## config.mk

```make
export PLATFORM = sky130hd
export DESIGN_NAME = octal_dac_ctl
export DESIGN_NICKNAME = d
export VERILOG_FILES = /design/src/rtl/dac_ctl_pkg.sv /design/src/rtl/octal_dac_ctl.sv
export SDC_FILE = /design/constraint.sdc
export NUM_CORES = 1
export LEC_CHECK = 0
export ABC_AREA = 1
export BUFFER_PORTS_ARGS = -buffer_cell sky130_fd_sc_hd__buf_2
export CORE_UTILIZATION = 57
export CTS_CLUSTER_DIAMETER = 150
export CTS_CLUSTER_SIZE = 24
export DETAILED_ROUTE_END_ITERATION = 8
export HOLD_SLACK_MARGIN = 0.05
export PLACE_DENSITY = 0.79
export SYNTH_ARGS = -nofsm -noshare
export SYNTH_HDL_FRONTEND = slang
export SYNTH_SLANG_ARGS = --single-unit
```

## constraint.sdc

```tcl
create_clock -name ref_clk -period 1.7 [get_ports ref_clk]
set_input_delay 0.17 -clock ref_clk [delete_from_list [all_inputs] [get_ports ref_clk]]
set_output_delay 0.17 -clock ref_clk [all_outputs]
set_load 0.01 [all_outputs]
```

## src/rtl/dac_ctl_pkg.sv

```systemverilog
package dac_ctl_pkg;
   // ----------------------------------------
   // Geometry
   // ----------------------------------------
   localparam int NUM_CH = 8;
   localparam int CH_W = 3;
   localparam int WORD_W = 16;
   localparam int CODE_W = 12;
   localparam int CNT_W = 5;
   localparam logic [CNT_W-1:0] WORD_BITS = 5'h10;
   // Resolution variant: 12, 10 or 8 bits used
   localparam int RES_BITS = 12;
   localparam logic [CODE_W-1:0] CODE_MASK =
      12'hfff << (CODE_W - RES_BITS);

   // ----------------------------------------
   // Serial word fields
   // ----------------------------------------
   localparam int TYPE_BIT = 15;
   localparam int ADDR_HI = 14;
   localparam int ADDR_LO = 12;
   localparam int CMD_HI = 14;
   localparam int CMD_LO = 13;
   localparam int RST_ALL_BIT = 12;
   localparam int VDD_LO = 0;
   localparam int BUF_LO = 2;
   localparam int GAIN_LO = 4;
   localparam int LOAD_LO = 0;
   localparam int PD_LO = 0;

   typedef enum logic [1:0] {
      CMD_REFGAIN = 2'b00,
      CMD_LOAD = 2'b01,
      CMD_PDOWN = 2'b10,
      CMD_RESET = 2'b11
   } cmd_t;

   typedef enum logic [1:0] {
      LOAD_CONT = 2'b00,
      LOAD_LATCH = 2'b01,
      LOAD_SINGLE = 2'b10,
      LOAD_RSVD = 2'b11
   } load_mode_t;

   typedef enum logic [1:0] {
      LINK_IDLE = 2'b00,
      LINK_SHIFT = 2'b01,
      LINK_FULL = 2'b10
   } link_st_t;

   typedef struct packed {
      load_mode_t load_mode;
      logic [1:0] vdd;
      logic [1:0] gain;
      logic [1:0] bufd;
      logic [NUM_CH-1:0] pd;
   } ctl_t;

   localparam ctl_t CTL_DEFAULT = '{load_mode: LOAD_LATCH, vdd: 2'h0,
      gain: 2'h0, bufd: 2'h0, pd: 8'h00};

   // Group references actually applied to the analog side
   typedef struct packed {
      logic [1:0] vdd;
      logic [1:0] gain;
      logic [1:0] bufd;
   } ref_cfg_t;

   // ----------------------------------------
   // Timing
   // ----------------------------------------
   localparam int CLK_MHZ = 50;
   localparam int EXIT_5V_NS = 2500;
   localparam int EXIT_3V_NS = 5000;
   localparam int EXIT_W = 9;
   localparam logic [EXIT_W-1:0] EXIT_5V_CYC =
      EXIT_W'((EXIT_5V_NS * CLK_MHZ + 999) / 1000);
   localparam logic [EXIT_W-1:0] EXIT_3V_CYC =
      EXIT_W'((EXIT_3V_NS * CLK_MHZ + 999) / 1000);

   // ----------------------------------------
   // Register map
   // ----------------------------------------
   localparam int ADDR_W = 8;
   localparam logic [ADDR_W-1:0] REG_CTRL = 8'h00;
   localparam logic [ADDR_W-1:0] REG_STATUS = 8'h04;
   localparam logic [ADDR_W-1:0] REG_LAST = 8'h08;
   localparam logic [ADDR_W-1:0] REG_ABORTS = 8'h0c;
   localparam logic [ADDR_W-1:0] REG_SETTINGS = 8'h10;
   localparam logic [2:0] CODE_PAGE = 3'h1;
   localparam int CTRL_EN_BIT = 0;
   localparam int CTRL_LOWV_BIT = 1;
   localparam logic [1:0] CTRL_RESET = 2'h1;
   localparam logic [1:0] RESP_OKAY = 2'b00;
   localparam logic [1:0] RESP_DECERR = 2'b11;
endpackage : dac_ctl_pkg

```

## src/rtl/octal_dac_ctl.sv

```systemverilog
// Implementation choices: the register addresses and the AXI4-Lite register port.
`timescale 1ns/1ps
// What this block does
// - Reset clears all input and output codes until a full word arrives.
// - Defaults: channels on, unbuffered, unity gain, latched load mode.
// - Power-down keeps registers and still accepts new data.
// - A powered-down channel output is flagged high impedance.
// - Leaving power-down shows the output after a 2.5 or 5 us wake.
// - A 16-bit shift register gathers one word per frame.
// - Frame select is active low; bits taken only while low.
// - Data sampled on falling serial clock edges, sixteen of them.
// - Frame end after sixteen edges stores data or runs the command.
// - A frame ending early is dropped and counted; codes and settings stay.
// - Most significant bit first; bit 15 picks data or command.
// - Bits 14 to 12 address channel one to eight in binary.
// - Data below the address; narrower variants ignore low bits.
// - Codes are straight unsigned binary.
// - Bits 14 and 13 pick ref/gain, load, power-down or reset.
// - Bits 2 and 3 set reference buffering for each group.
// - Bits 4 and 5 set doubled gain for each group.
// - Bits 0 and 1 pick supply as reference for each group.
// - Supply reference forces that group unbuffered at unity gain.
// - Load mode: 00 transparent, 01 latched, 10 one update, 11 none.
// - Power-down bits 7 to 0 map to channels eight down to one.
// - Reset word clears codes; with bit 12 set also the settings.
// - Load pin low or transparent mode copies input to output.
module octal_dac_ctl
   import dac_ctl_pkg::*;
(
   input wire logic ref_clk,
   input wire logic resetn,
   input wire logic [ADDR_W-1:0] s_axi_awaddr,
   input wire logic s_axi_awvalid,
   output logic s_axi_awready,
   input wire logic [31:0] s_axi_wdata,
   input wire logic [3:0] s_axi_wstrb,
   input wire logic s_axi_wvalid,
   output logic s_axi_wready,
   output logic [1:0] s_axi_bresp,
   output logic s_axi_bvalid,
   input wire logic s_axi_bready,
   input wire logic [ADDR_W-1:0] s_axi_araddr,
   input wire logic s_axi_arvalid,
   output logic s_axi_arready,
   output logic [31:0] s_axi_rdata,
   output logic [1:0] s_axi_rresp,
   output logic s_axi_rvalid,
   input wire logic s_axi_rready,
   input wire logic sync_n,
   input wire logic sclk,
   input wire logic sdin,
   input wire logic load_output_n,
   output logic [NUM_CH-1:0][CODE_W-1:0] dac_code,
   output ref_cfg_t ref_cfg,
   output logic [NUM_CH-1:0] chan_hiz,
   output logic [NUM_CH-1:0] chan_live
);
   // ----------------------------------------
   // Pin synchronisers
   // ----------------------------------------
   logic [3:0] pin_q1_r, pin_q2_r;
   logic sclk_q3_r, sync_q3_r;

   always_ff @(posedge ref_clk) begin
      if (!resetn) begin
         pin_q1_r <= 4'hf;
         pin_q2_r <= 4'hf;
         sclk_q3_r <= 1'b1;
         sync_q3_r <= 1'b1;
      end else begin
         pin_q1_r <= {load_output_n, sdin, sclk, sync_n};
         pin_q2_r <= pin_q1_r;
         sclk_q3_r <= pin_q2_r[1];
         sync_q3_r <= pin_q2_r[0];
      end
   end

   wire sync_low = !pin_q2_r[0];
   wire sync_rise = pin_q2_r[0] && !sync_q3_r;
   wire sclk_fall = sclk_q3_r && !pin_q2_r[1];
   wire sdin_s = pin_q2_r[2];
   wire load_pin_low = !pin_q2_r[3];

   // ----------------------------------------
   // Serial frame
   // ----------------------------------------
   link_st_t link_st_r;
   logic [WORD_W-1:0] shift_r;
   logic [CNT_W-1:0] bit_cnt_r;
   logic [1:0] ctrl_r;
   logic word_done, frame_abort;

   wire take_bit = sync_low && sclk_fall;
   assign word_done = (link_st_r == LINK_FULL) && sync_rise;
   assign frame_abort = (link_st_r == LINK_SHIFT) && sync_rise;

   always_ff @(posedge ref_clk) begin
      if (!resetn) begin
         link_st_r <= LINK_IDLE;
         bit_cnt_r <= '0;
         shift_r <= '0;
      end else begin
         unique case (link_st_r)
            LINK_IDLE: begin
               bit_cnt_r <= '0;
               if (sync_low && ctrl_r[CTRL_EN_BIT]) begin
                  link_st_r <= LINK_SHIFT;
               end
            end
            LINK_SHIFT: begin
               if (sync_rise) begin
                  link_st_r <= LINK_IDLE;
               end else if (take_bit) begin
                  shift_r <= {shift_r[WORD_W-2:0], sdin_s};
                  bit_cnt_r <= bit_cnt_r + 5'h01;
                  if (bit_cnt_r == WORD_BITS - 5'h01) begin
                     link_st_r <= LINK_FULL;
                  end
               end
            end
            // Edges past the sixteenth are ignored
            LINK_FULL: begin
               if (sync_rise) begin
                  link_st_r <= LINK_IDLE;
               end
            end
            default: link_st_r <= LINK_IDLE;
         endcase
      end
   end

   // ----------------------------------------
   // Word decode, only used at frame end
   // ----------------------------------------
   wire is_cmd = shift_r[TYPE_BIT];
   wire [CH_W-1:0] wr_ch = shift_r[ADDR_HI:ADDR_LO];
   // Ignored low bits forced to zero in case the host sends ones
   wire [CODE_W-1:0] wr_code = shift_r[CODE_W-1:0] & CODE_MASK;
   wire cmd_t cmd = cmd_t'(shift_r[CMD_HI:CMD_LO]);
   wire load_mode_t new_load = load_mode_t'(shift_r[LOAD_LO+1:LOAD_LO]);
   wire data_wr = word_done && !is_cmd;
   wire cmd_go = word_done && is_cmd;
   wire do_clear = cmd_go && (cmd == CMD_RESET);
   wire do_single = cmd_go && (cmd == CMD_LOAD) && (new_load == LOAD_SINGLE);

   // ----------------------------------------
   // Control settings
   // ----------------------------------------
   ctl_t ctl_r;

   always_ff @(posedge ref_clk) begin
      if (!resetn) begin
         ctl_r <= CTL_DEFAULT;
      end else if (cmd_go) begin
         unique case (cmd)
            CMD_REFGAIN: begin
               ctl_r.vdd <= shift_r[VDD_LO+1:VDD_LO];
               ctl_r.bufd <= shift_r[BUF_LO+1:BUF_LO];
               ctl_r.gain <= shift_r[GAIN_LO+1:GAIN_LO];
            end
            CMD_LOAD: begin
               // Single update and reserved leave the stored mode alone
               if (new_load == LOAD_CONT || new_load == LOAD_LATCH) begin
                  ctl_r.load_mode <= new_load;
               end
            end
            CMD_PDOWN: ctl_r.pd <= shift_r[PD_LO+NUM_CH-1:PD_LO];
            CMD_RESET: begin
               if (shift_r[RST_ALL_BIT]) begin
                  ctl_r <= CTL_DEFAULT;
               end
            end
         endcase
      end
   end

   assign ref_cfg.vdd = ctl_r.vdd;
   assign ref_cfg.bufd = ctl_r.bufd & ~ctl_r.vdd;
   assign ref_cfg.gain = ctl_r.gain & ~ctl_r.vdd;

   // ----------------------------------------
   // Input and output code registers
   // ----------------------------------------
   logic [NUM_CH-1:0][CODE_W-1:0] in_code_r;
   logic [NUM_CH-1:0] dirty_r;

   // Only channels written since their last update move, to spare glitches
   wire load_all = load_pin_low || (ctl_r.load_mode == LOAD_CONT) || do_single;

   always_ff @(posedge ref_clk) begin
      if (!resetn) begin
         in_code_r <= '0;
         dac_code <= '0;
         dirty_r <= '0;
      end else begin
         for (int i = 0; i < NUM_CH; i++) begin
            if (do_clear) begin
               in_code_r[i] <= '0;
               dac_code[i] <= '0;
               dirty_r[i] <= 1'b0;
            end else begin
               if (load_all && dirty_r[i]) begin
                  dac_code[i] <= in_code_r[i];
                  dirty_r[i] <= 1'b0;
               end
               // A write in the update cycle keeps its dirty flag
               if (data_wr && wr_ch == CH_W'(i)) begin
                  in_code_r[i] <= wr_code;
                  dirty_r[i] <= 1'b1;
               end
            end
         end
      end
   end

   // ----------------------------------------
   // Power-down and wake timing
   // ----------------------------------------
   logic [NUM_CH-1:0] pd_prev_r, waking_r;
   logic [EXIT_W-1:0] exit_cnt_r;

   wire [NUM_CH-1:0] leaving = pd_prev_r & ~ctl_r.pd;
   wire [EXIT_W-1:0] exit_cyc = ctrl_r[CTRL_LOWV_BIT] ? EXIT_3V_CYC : EXIT_5V_CYC;

   always_ff @(posedge ref_clk) begin
      if (!resetn) begin
         pd_prev_r <= '0;
         waking_r <= '0;
         exit_cnt_r <= '0;
      end else begin
         pd_prev_r <= ctl_r.pd;
         if (|leaving) begin
            exit_cnt_r <= exit_cyc;
            waking_r <= (waking_r | leaving) & ~ctl_r.pd;
         end else if (exit_cnt_r != '0) begin
            exit_cnt_r <= exit_cnt_r - 9'h001;
            waking_r <= (exit_cnt_r == 9'h001) ? '0 : waking_r & ~ctl_r.pd;
         end
      end
   end

   assign chan_hiz = ctl_r.pd;
   // Leaving term covers the cycle before the wake flag is loaded
   assign chan_live = ~ctl_r.pd & ~waking_r & ~leaving;

   // ----------------------------------------
   // AXI4-Lite slave
   // ----------------------------------------
   logic aw_held_r, w_held_r;
   logic [ADDR_W-1:0] aw_addr_r;
   logic [31:0] w_data_r;
   logic [3:0] w_strb_r;
   logic [31:0] last_word_r, aborts_r;

   assign s_axi_awready = !aw_held_r && !s_axi_bvalid;
   assign s_axi_wready = !w_held_r && !s_axi_bvalid;
   assign s_axi_arready = !s_axi_rvalid;

   wire aw_fire = s_axi_awvalid && s_axi_awready;
   wire w_fire = s_axi_wvalid && s_axi_wready;
   wire aw_have = aw_held_r || aw_fire;
   wire w_have = w_held_r || w_fire;
   wire [ADDR_W-1:0] wa = aw_held_r ? aw_addr_r : s_axi_awaddr;
   wire [31:0] wd = w_held_r ? w_data_r : s_axi_wdata;
   wire [3:0] ws = w_held_r ? w_strb_r : s_axi_wstrb;
   wire wr_go = aw_have && w_have;
   wire wa_ctrl = (wa == REG_CTRL);
   wire wa_ro = (wa == REG_STATUS) || (wa == REG_LAST) || (wa == REG_ABORTS)
      || (wa == REG_SETTINGS) || (wa[7:5] == CODE_PAGE && wa[1:0] == 2'h0);

   always_ff @(posedge ref_clk) begin
      if (!resetn) begin
         aw_held_r <= 1'b0;
         w_held_r <= 1'b0;
         aw_addr_r <= '0;
         w_data_r <= '0;
         w_strb_r <= '0;
         s_axi_bvalid <= 1'b0;
         s_axi_bresp <= RESP_OKAY;
         ctrl_r <= CTRL_RESET;
      end else begin
         if (s_axi_bvalid && s_axi_bready) begin
            s_axi_bvalid <= 1'b0;
         end
         if (wr_go) begin
            aw_held_r <= 1'b0;
            w_held_r <= 1'b0;
            s_axi_bvalid <= 1'b1;
            s_axi_bresp <= (wa_ctrl || wa_ro) ? RESP_OKAY : RESP_DECERR;
            if (wa_ctrl && ws[0]) begin
               ctrl_r <= wd[1:0];
            end
         end else begin
            if (aw_fire) begin
               aw_held_r <= 1'b1;
               aw_addr_r <= s_axi_awaddr;
            end
            if (w_fire) begin
               w_held_r <= 1'b1;
               w_data_r <= s_axi_wdata;
               w_strb_r <= s_axi_wstrb;
            end
         end
      end
   end

   // Read side
   wire [ADDR_W-1:0] ra = s_axi_araddr;
   wire ra_code = (ra[7:5] == CODE_PAGE) && (ra[1:0] == 2'h0);
   wire [31:0] status_word = {22'h0, link_st_r, chan_live};
   wire [31:0] settings_word = {16'h0, ctl_r};
   wire [31:0] rd_mux =
      (ra == REG_CTRL) ? {30'h0, ctrl_r} :
      (ra == REG_STATUS) ? status_word :
      (ra == REG_LAST) ? last_word_r :
      (ra == REG_ABORTS) ? aborts_r :
      (ra == REG_SETTINGS) ? settings_word :
      ra_code ? {20'h0, dac_code[ra[4:2]]} : 32'h0;
   wire ra_ok = (ra == REG_CTRL) || (ra == REG_STATUS) || (ra == REG_LAST)
      || (ra == REG_ABORTS) || (ra == REG_SETTINGS) || ra_code;

   always_ff @(posedge ref_clk) begin
      if (!resetn) begin
         s_axi_rvalid <= 1'b0;
         s_axi_rdata <= '0;
         s_axi_rresp <= RESP_OKAY;
         last_word_r <= '0;
         aborts_r <= '0;
      end else begin
         if (s_axi_arvalid && s_axi_arready) begin
            s_axi_rvalid <= 1'b1;
            s_axi_rdata <= rd_mux;
            s_axi_rresp <= ra_ok ? RESP_OKAY : RESP_DECERR;
         end else if (s_axi_rready) begin
            s_axi_rvalid <= 1'b0;
         end
         if (word_done) begin
            last_word_r <= {16'h0, shift_r};
         end
         if (frame_abort) begin
            aborts_r <= aborts_r + 32'h1;
         end
      end
   end
endmodule : octal_dac_ctl

```

== Yosys cells after proc, flatten, opt, wreduce, memory -nomap -nowiden ==
Cells that the tools add are included.
Storage, ports and cells
  word-level logic and storage cells: 256
  input port bits: 63
  output and inout port bits: 159
  flip-flop bits (word level): 375
Operators by class
  $lt $le $gt $ge: 1
  add/sub/neg operators: 3
  equal/unequal tests: 34
  reductions and logical operators: 98
  muxes and demuxes: 53
  bitwise operators: 15
Operator list (count)
  $mux W32: 4
  $and A8 B8 Y8: 5
  $mux W8: 5
  $logic_and A1 B1 Y1: 37
  $bmux W12 S3: 1
  $add A32 B1 Y32 const B: 1
  $eq A8 B4 Y1 const B: 4
  $mux W16: 2
  $reduce_bool A2 Y1: 15
  $mux W12: 2
  $not A8 Y8: 3
  $mux W1: 21
  $mux W2: 9
  $mux W9: 2
  $eq A8 B3 Y1 const B: 2
  $eq A8 B5 Y1 const B: 2
  $logic_not A8 Y1: 2
  $pmux W8 S2: 1
  $logic_or A1 B1 Y1: 15
  $eq A3 B3 Y1 const B: 4
  $logic_not A2 Y1: 6
  $pmux W6 S2: 1
  $reduce_and A3 Y1: 4
  $mux W5: 2
  27 further kinds: 54

== Depth between registers and ports, before layout ==
  depth after elaboration: 10
  mapped depth: 13
  mapped depth without buffers: 11

== Worst setup path after synthesis ==
Ideal clock, no wire load.
  kind: register -> register
  start point: register exit_cnt_r[0]
  end point: register exit_cnt_r[5]
  setup slack: 178 ps
  stages on the path, launching flop included: 11
  data arrival time: 1390 ps
  required time: 1568 ps
  library setup time: 132 ps
  clock period less this slack: 1522 ps
  buffers on the path: 0
  cell sequence: dfxtp_1 inv_1 ha_1 nand3_1 nor2_1 nand3_1 nand2_1 nor2_1 nand2_1 a21oi_1 a21oi_1
Between the ends
  word-level cells in the longest chain between the ends: 3
  elaborated cells on any way between the ends: 5
  those cells by class: add/sub (1); mux (2); reduce/logical (2)
Ends and longest elaborated chain
  start, declared: line octal_dac_ctl.sv:220  | logic [EXIT_W-1:0] exit_cnt_r;
  start signal, assigned: line octal_dac_ctl.sv:233  | exit_cnt_r <= exit_cyc;
  start signal, assigned: line octal_dac_ctl.sv:236  | exit_cnt_r <= exit_cnt_r - 9'h001;
  $sub A9 B1 Y9: line octal_dac_ctl.sv:236
  $mux W9: line octal_dac_ctl.sv:235  | end else if (exit_cnt_r != '0) begin
  $mux W9: line octal_dac_ctl.sv:232  | if (|leaving) begin
Several ways; a longest one is shown, not always the timed one. The select of a mux whose other input is x is not followed.
A chain may end at the register's enable or synchronous reset.

== Final worst setup path ==
  start point: register link_st_r[1]
  end point: register in_code_r[24] (netlist name)
Between the ends
  word-level cells in the longest chain between the ends: 5
  elaborated cells on any way between the ends: 7
  those cells by class: eq/ne (1); reduce/logical (6)
Ends and longest elaborated chain
  start, declared: line octal_dac_ctl.sv:87  | link_st_t link_st_r;
  start signal, assigned: line octal_dac_ctl.sv:99  | link_st_r <= LINK_IDLE;
  start signal, assigned: line octal_dac_ctl.sv:107  | link_st_r <= LINK_SHIFT;
  start signal, assigned: line octal_dac_ctl.sv:112  | link_st_r <= LINK_IDLE;
  $eq A2 B2 Y1 *: line octal_dac_ctl.sv:94  | assign word_done = (link_st_r == LINK_FULL) && sync_rise;
  $logic_and A1 B1 Y1 *: line octal_dac_ctl.sv:94
  $logic_and A1 B1 Y1: line octal_dac_ctl.sv:142  | wire cmd_go = word_done && is_cmd;
  $logic_and A1 B1 Y1: line octal_dac_ctl.sv:143  | wire do_clear = cmd_go && (cmd == CMD_RESET);
  $reduce_or A2 Y1 (no line)
  end signal, assigned by index: line octal_dac_ctl.sv:208  | in_code_r[i] <= wr_code;
  end, declared: line octal_dac_ctl.sv:184  | logic [NUM_CH-1:0][CODE_W-1:0] in_code_r;
Every way passes the cells marked *; elsewhere a longest branch is shown, timed or not.

==> results.md <==
* Status: finished, final reports clean
* Gr usage total at 31.5%
* CP arrival at 2.14 ns
* Top Layer Used: met4
* Number of H-tree levels at 1
* First-pass DRT Iterations at 8
* Vias at 15400
* Met3 wire length at 4570 um
* Worst Setup End Kind: flip-flop
* Area fraction of the dominant cell type after synthesis at 46.9%
* Post-synth EDFFs at 0
* Grt ovf at 0
* Type of the worst setup path: reg -> reg
* Critical Path Fanout Max at 18
* Worst slew pin tran at 0.533 ns
* RSZ-0062 raised after global routing: true
* Initial Util at 58.6%
* Flops & latches, synth at 373
* HPWL reported at the end of detailed placement at 32600 um
* DIE WIDTH at 169 um
* Reg clk slew, reported paths at 0.10 ns
* Ant. Diodes at 0
* Top-count cell post-synth: dfxtp_1
* Post-synthesis cell area at 15900 um^2
* Synth area leader: dfxtp_1
* Finished Layout Cells at 2685
* Syn. warnings at 0
* Leakage at 7.75 nW
* Later-pin clock latency in the skew report at 0.53 ns
* CTS tree: done
* Final core occ at 68.5%
* Fin nets at 2381
* Vias in the first global route at 13600
* GP Congestion at 0.959
* Met1 wire length at 20000 um
* Largest cells by area after synthesis: dfxtp_1, nand2_1, nor2_1, a21oi_1, o21ai_0
* CP Data Required Time at 2.16 ns
* Mean Syn Cell Area at 7.60 um^2
* Io pins at 222
* CTS sink count at 373
* Worst vdd ir at 588 uV
* Avg Vias per Cell at 5.75
* Pwr Density at 838 nW/um^2
* Count of final setup violators at 0
* Hold Fails Final Rpt at 0
* Area delta synth->final at 16.9%
* Row count at 60
* Setup Skew at 0.0172 ns
* # port buffers at 188
* Slew Limit Fails at 0
* Max_slew headroom at 64.2%
* Mapped Nets at 2164
* Drt wl/cell at 17.7 um
* DRT iter0 DRCs at 1803
* Root buf cell: clkbuf_16
* Max-Cap Viols at 0
* Final period util at 99.1%
* Worst Setup Start Kind: flip-flop
* Post-synth top cells: dfxtp_1, nand2_1, nor2_1
* Placed Cells at 2627
* Chip Height at 169 um
* Core area at 27200 um^2
* Final wirelength at 47600 um
* Ys flop type: dfxtp_1
* Share of post-route cells with drive strength above 1 at 19.8%
* Sequential share of the synthesized area at 46.9%
* Fraction of registers with async set/reset at 0%
* Final Power at 15.6 mW
* CTS max path bufs at 3
* Antenna viol nets, final at 0
* Min Tclk post-route at 1.68 ns
* Initial antenna violation count at 1
* Hold Crit Class: in -> reg
* Full die area at 28600 um^2
* Setup TNS at 0 ns
* Max Clock Freq at 594 MHz
* # DRC at 0
* Synth unique cells at 53
* Met2 routed WL at 21700 um
* Cells after Synth at 2096
* Cts bufs inserted at 19
* Largest net degree at the start of global routing at 89
* First-pass GRT wire length at 71500 um
[stage by stage]
step	hold WS, ns	area, um^2	setup WS [ns]
finish	0.166	18600	0.0153
floorplan	0.277	15900	0.178
global placement	0.359	17500	0.0610
CTS	0.158	18300	0.00363
global route	0.182	18600	-0.0521
detailed placement	0.359	17500	-0.0331
[power by group]
| group | switching (mW) | total, mW | leakage (nW) | internal (mW) |
|---|---|---|---|---|
| Combinational | 1.11 | 1.77 | 4.49 | 0.662 |
| Sequential | 0.119 | 9.02 | 3.02 | 8.90 |
| Clock | 2.77 | 4.82 | 0.246 | 2.04 |
| Total | 4.00 | 15.6 | 7.75 | 11.6 |
[area by class of cell]
cell class              count  area (um^2)
well taps                 372          465
inverters                 166          672
repair inverters            2         12.5
multi-input cells        1431         7220
repair buffers            320         2270
clock inverters             2         25.0
clock buffers              19          475
fillers                  2214         8560
flip-flops and latches    373         7480
[cell families (layout without fill, tap and decap cells)]
| logic type | Yosys count | after routing | synth area share [%] |
|---|---|---|---|
| AO/OA/AOI/OAI | 549 | 549 | 19.0 |
| AND/OR/NAND/NOR | 863 | 863 | 24.3 |
| adder cells (fa/ha/maj) | 5 | 5 | 0.393 |
| XOR/XNOR | 14 | 14 | 0.770 |
| buffers and inverters | 292 | 509 | 8.64 |
| flip-flops | 373 | 373 | 46.9 |
[worst max-delay path, stage by stage (launching register included)]
cell and delay, ns:
dfxtp_2 0.36, inv_4 0.05, nor2_4 0.12, nand2_4 0.09, buf_6 0.14, buf_12 0.14, nor4_4 0.14, buf_6 0.19
buf_12 0.12, o21ai_0 0.09, a21oi_1 0.16
[sequential cells by signal, indices dropped and copies added, names as in the netlist, 2 cells and up]
name / cells
pd_prev_r: 8
pin_q2_r: 4
waking_r: 8
dirty_r: 8
aborts_r: 32
link_st_r: 2
shift_r: 16
ctrl_r: 2
s_axi_rdata: 32
chan_hiz: 8
bit_cnt_r: 5
aw_addr_r: 8
ctl_r: 6
ref_cfg: 2
w_data_r: 2
dac_code: 96
exit_cnt_r: 9
pin_q1_r: 4
last_word_r: 16
in_code_r: 96
[repair_timing]
item                                    CTS  global route
hold buffers                             19             0
endpoints found under the hold margin    21             0
buffers inserted                          1            10
endpoints found under the setup margin   24           144
resized for setup                        13            63
cloned                                    1             6
pin swaps                                 0             8
[path summary, 6_finish.rpt]
| kind | startpoint | to | slack [ns] | cells after the start |
|---|---|---|---|---|
| max | link_st_r[1] | in_code_r[24] | 0.02 | 10 |
| min | resetn | ctrl_r[0] | 0.17 | 3 |
| max reg2reg | link_st_r[1] | in_code_r[24] | 0.02 | 10 |
| min reg2reg | pin_q1_r[1] | pin_q2_r[1] | 0.42 | 1 |
[cells in the final DEF, fill, tap and decap left out, types with 10 or more instances in the layout]
cell type and instances:
dfxtp_1 361, nand2_1 338, nor2_1 307, a21oi_1 227, buf_2 188, o21ai_0 176, inv_1 133, buf_4 89
nand3_1 80, o21ai_1 68, nor3_1 26, nand4_1 26, clkbuf_16 22, a211oi_1 20, dlygate4sd3_1 19, a211oi_2 17
o211ai_1 17, buf_12 16, or2_2 13, inv_2 11, nand2_4 11, dfxtp_2 11, nor3_2 10, inv_4 10
[per-layer routing]
layer	vias up	global-route usage, %
met1	7204	43.7
li1	7355	-
met5	-	0
met3	100	5.11
met2	772	50.0
met4	0	10.8
(Power assumes the default switching activity.)
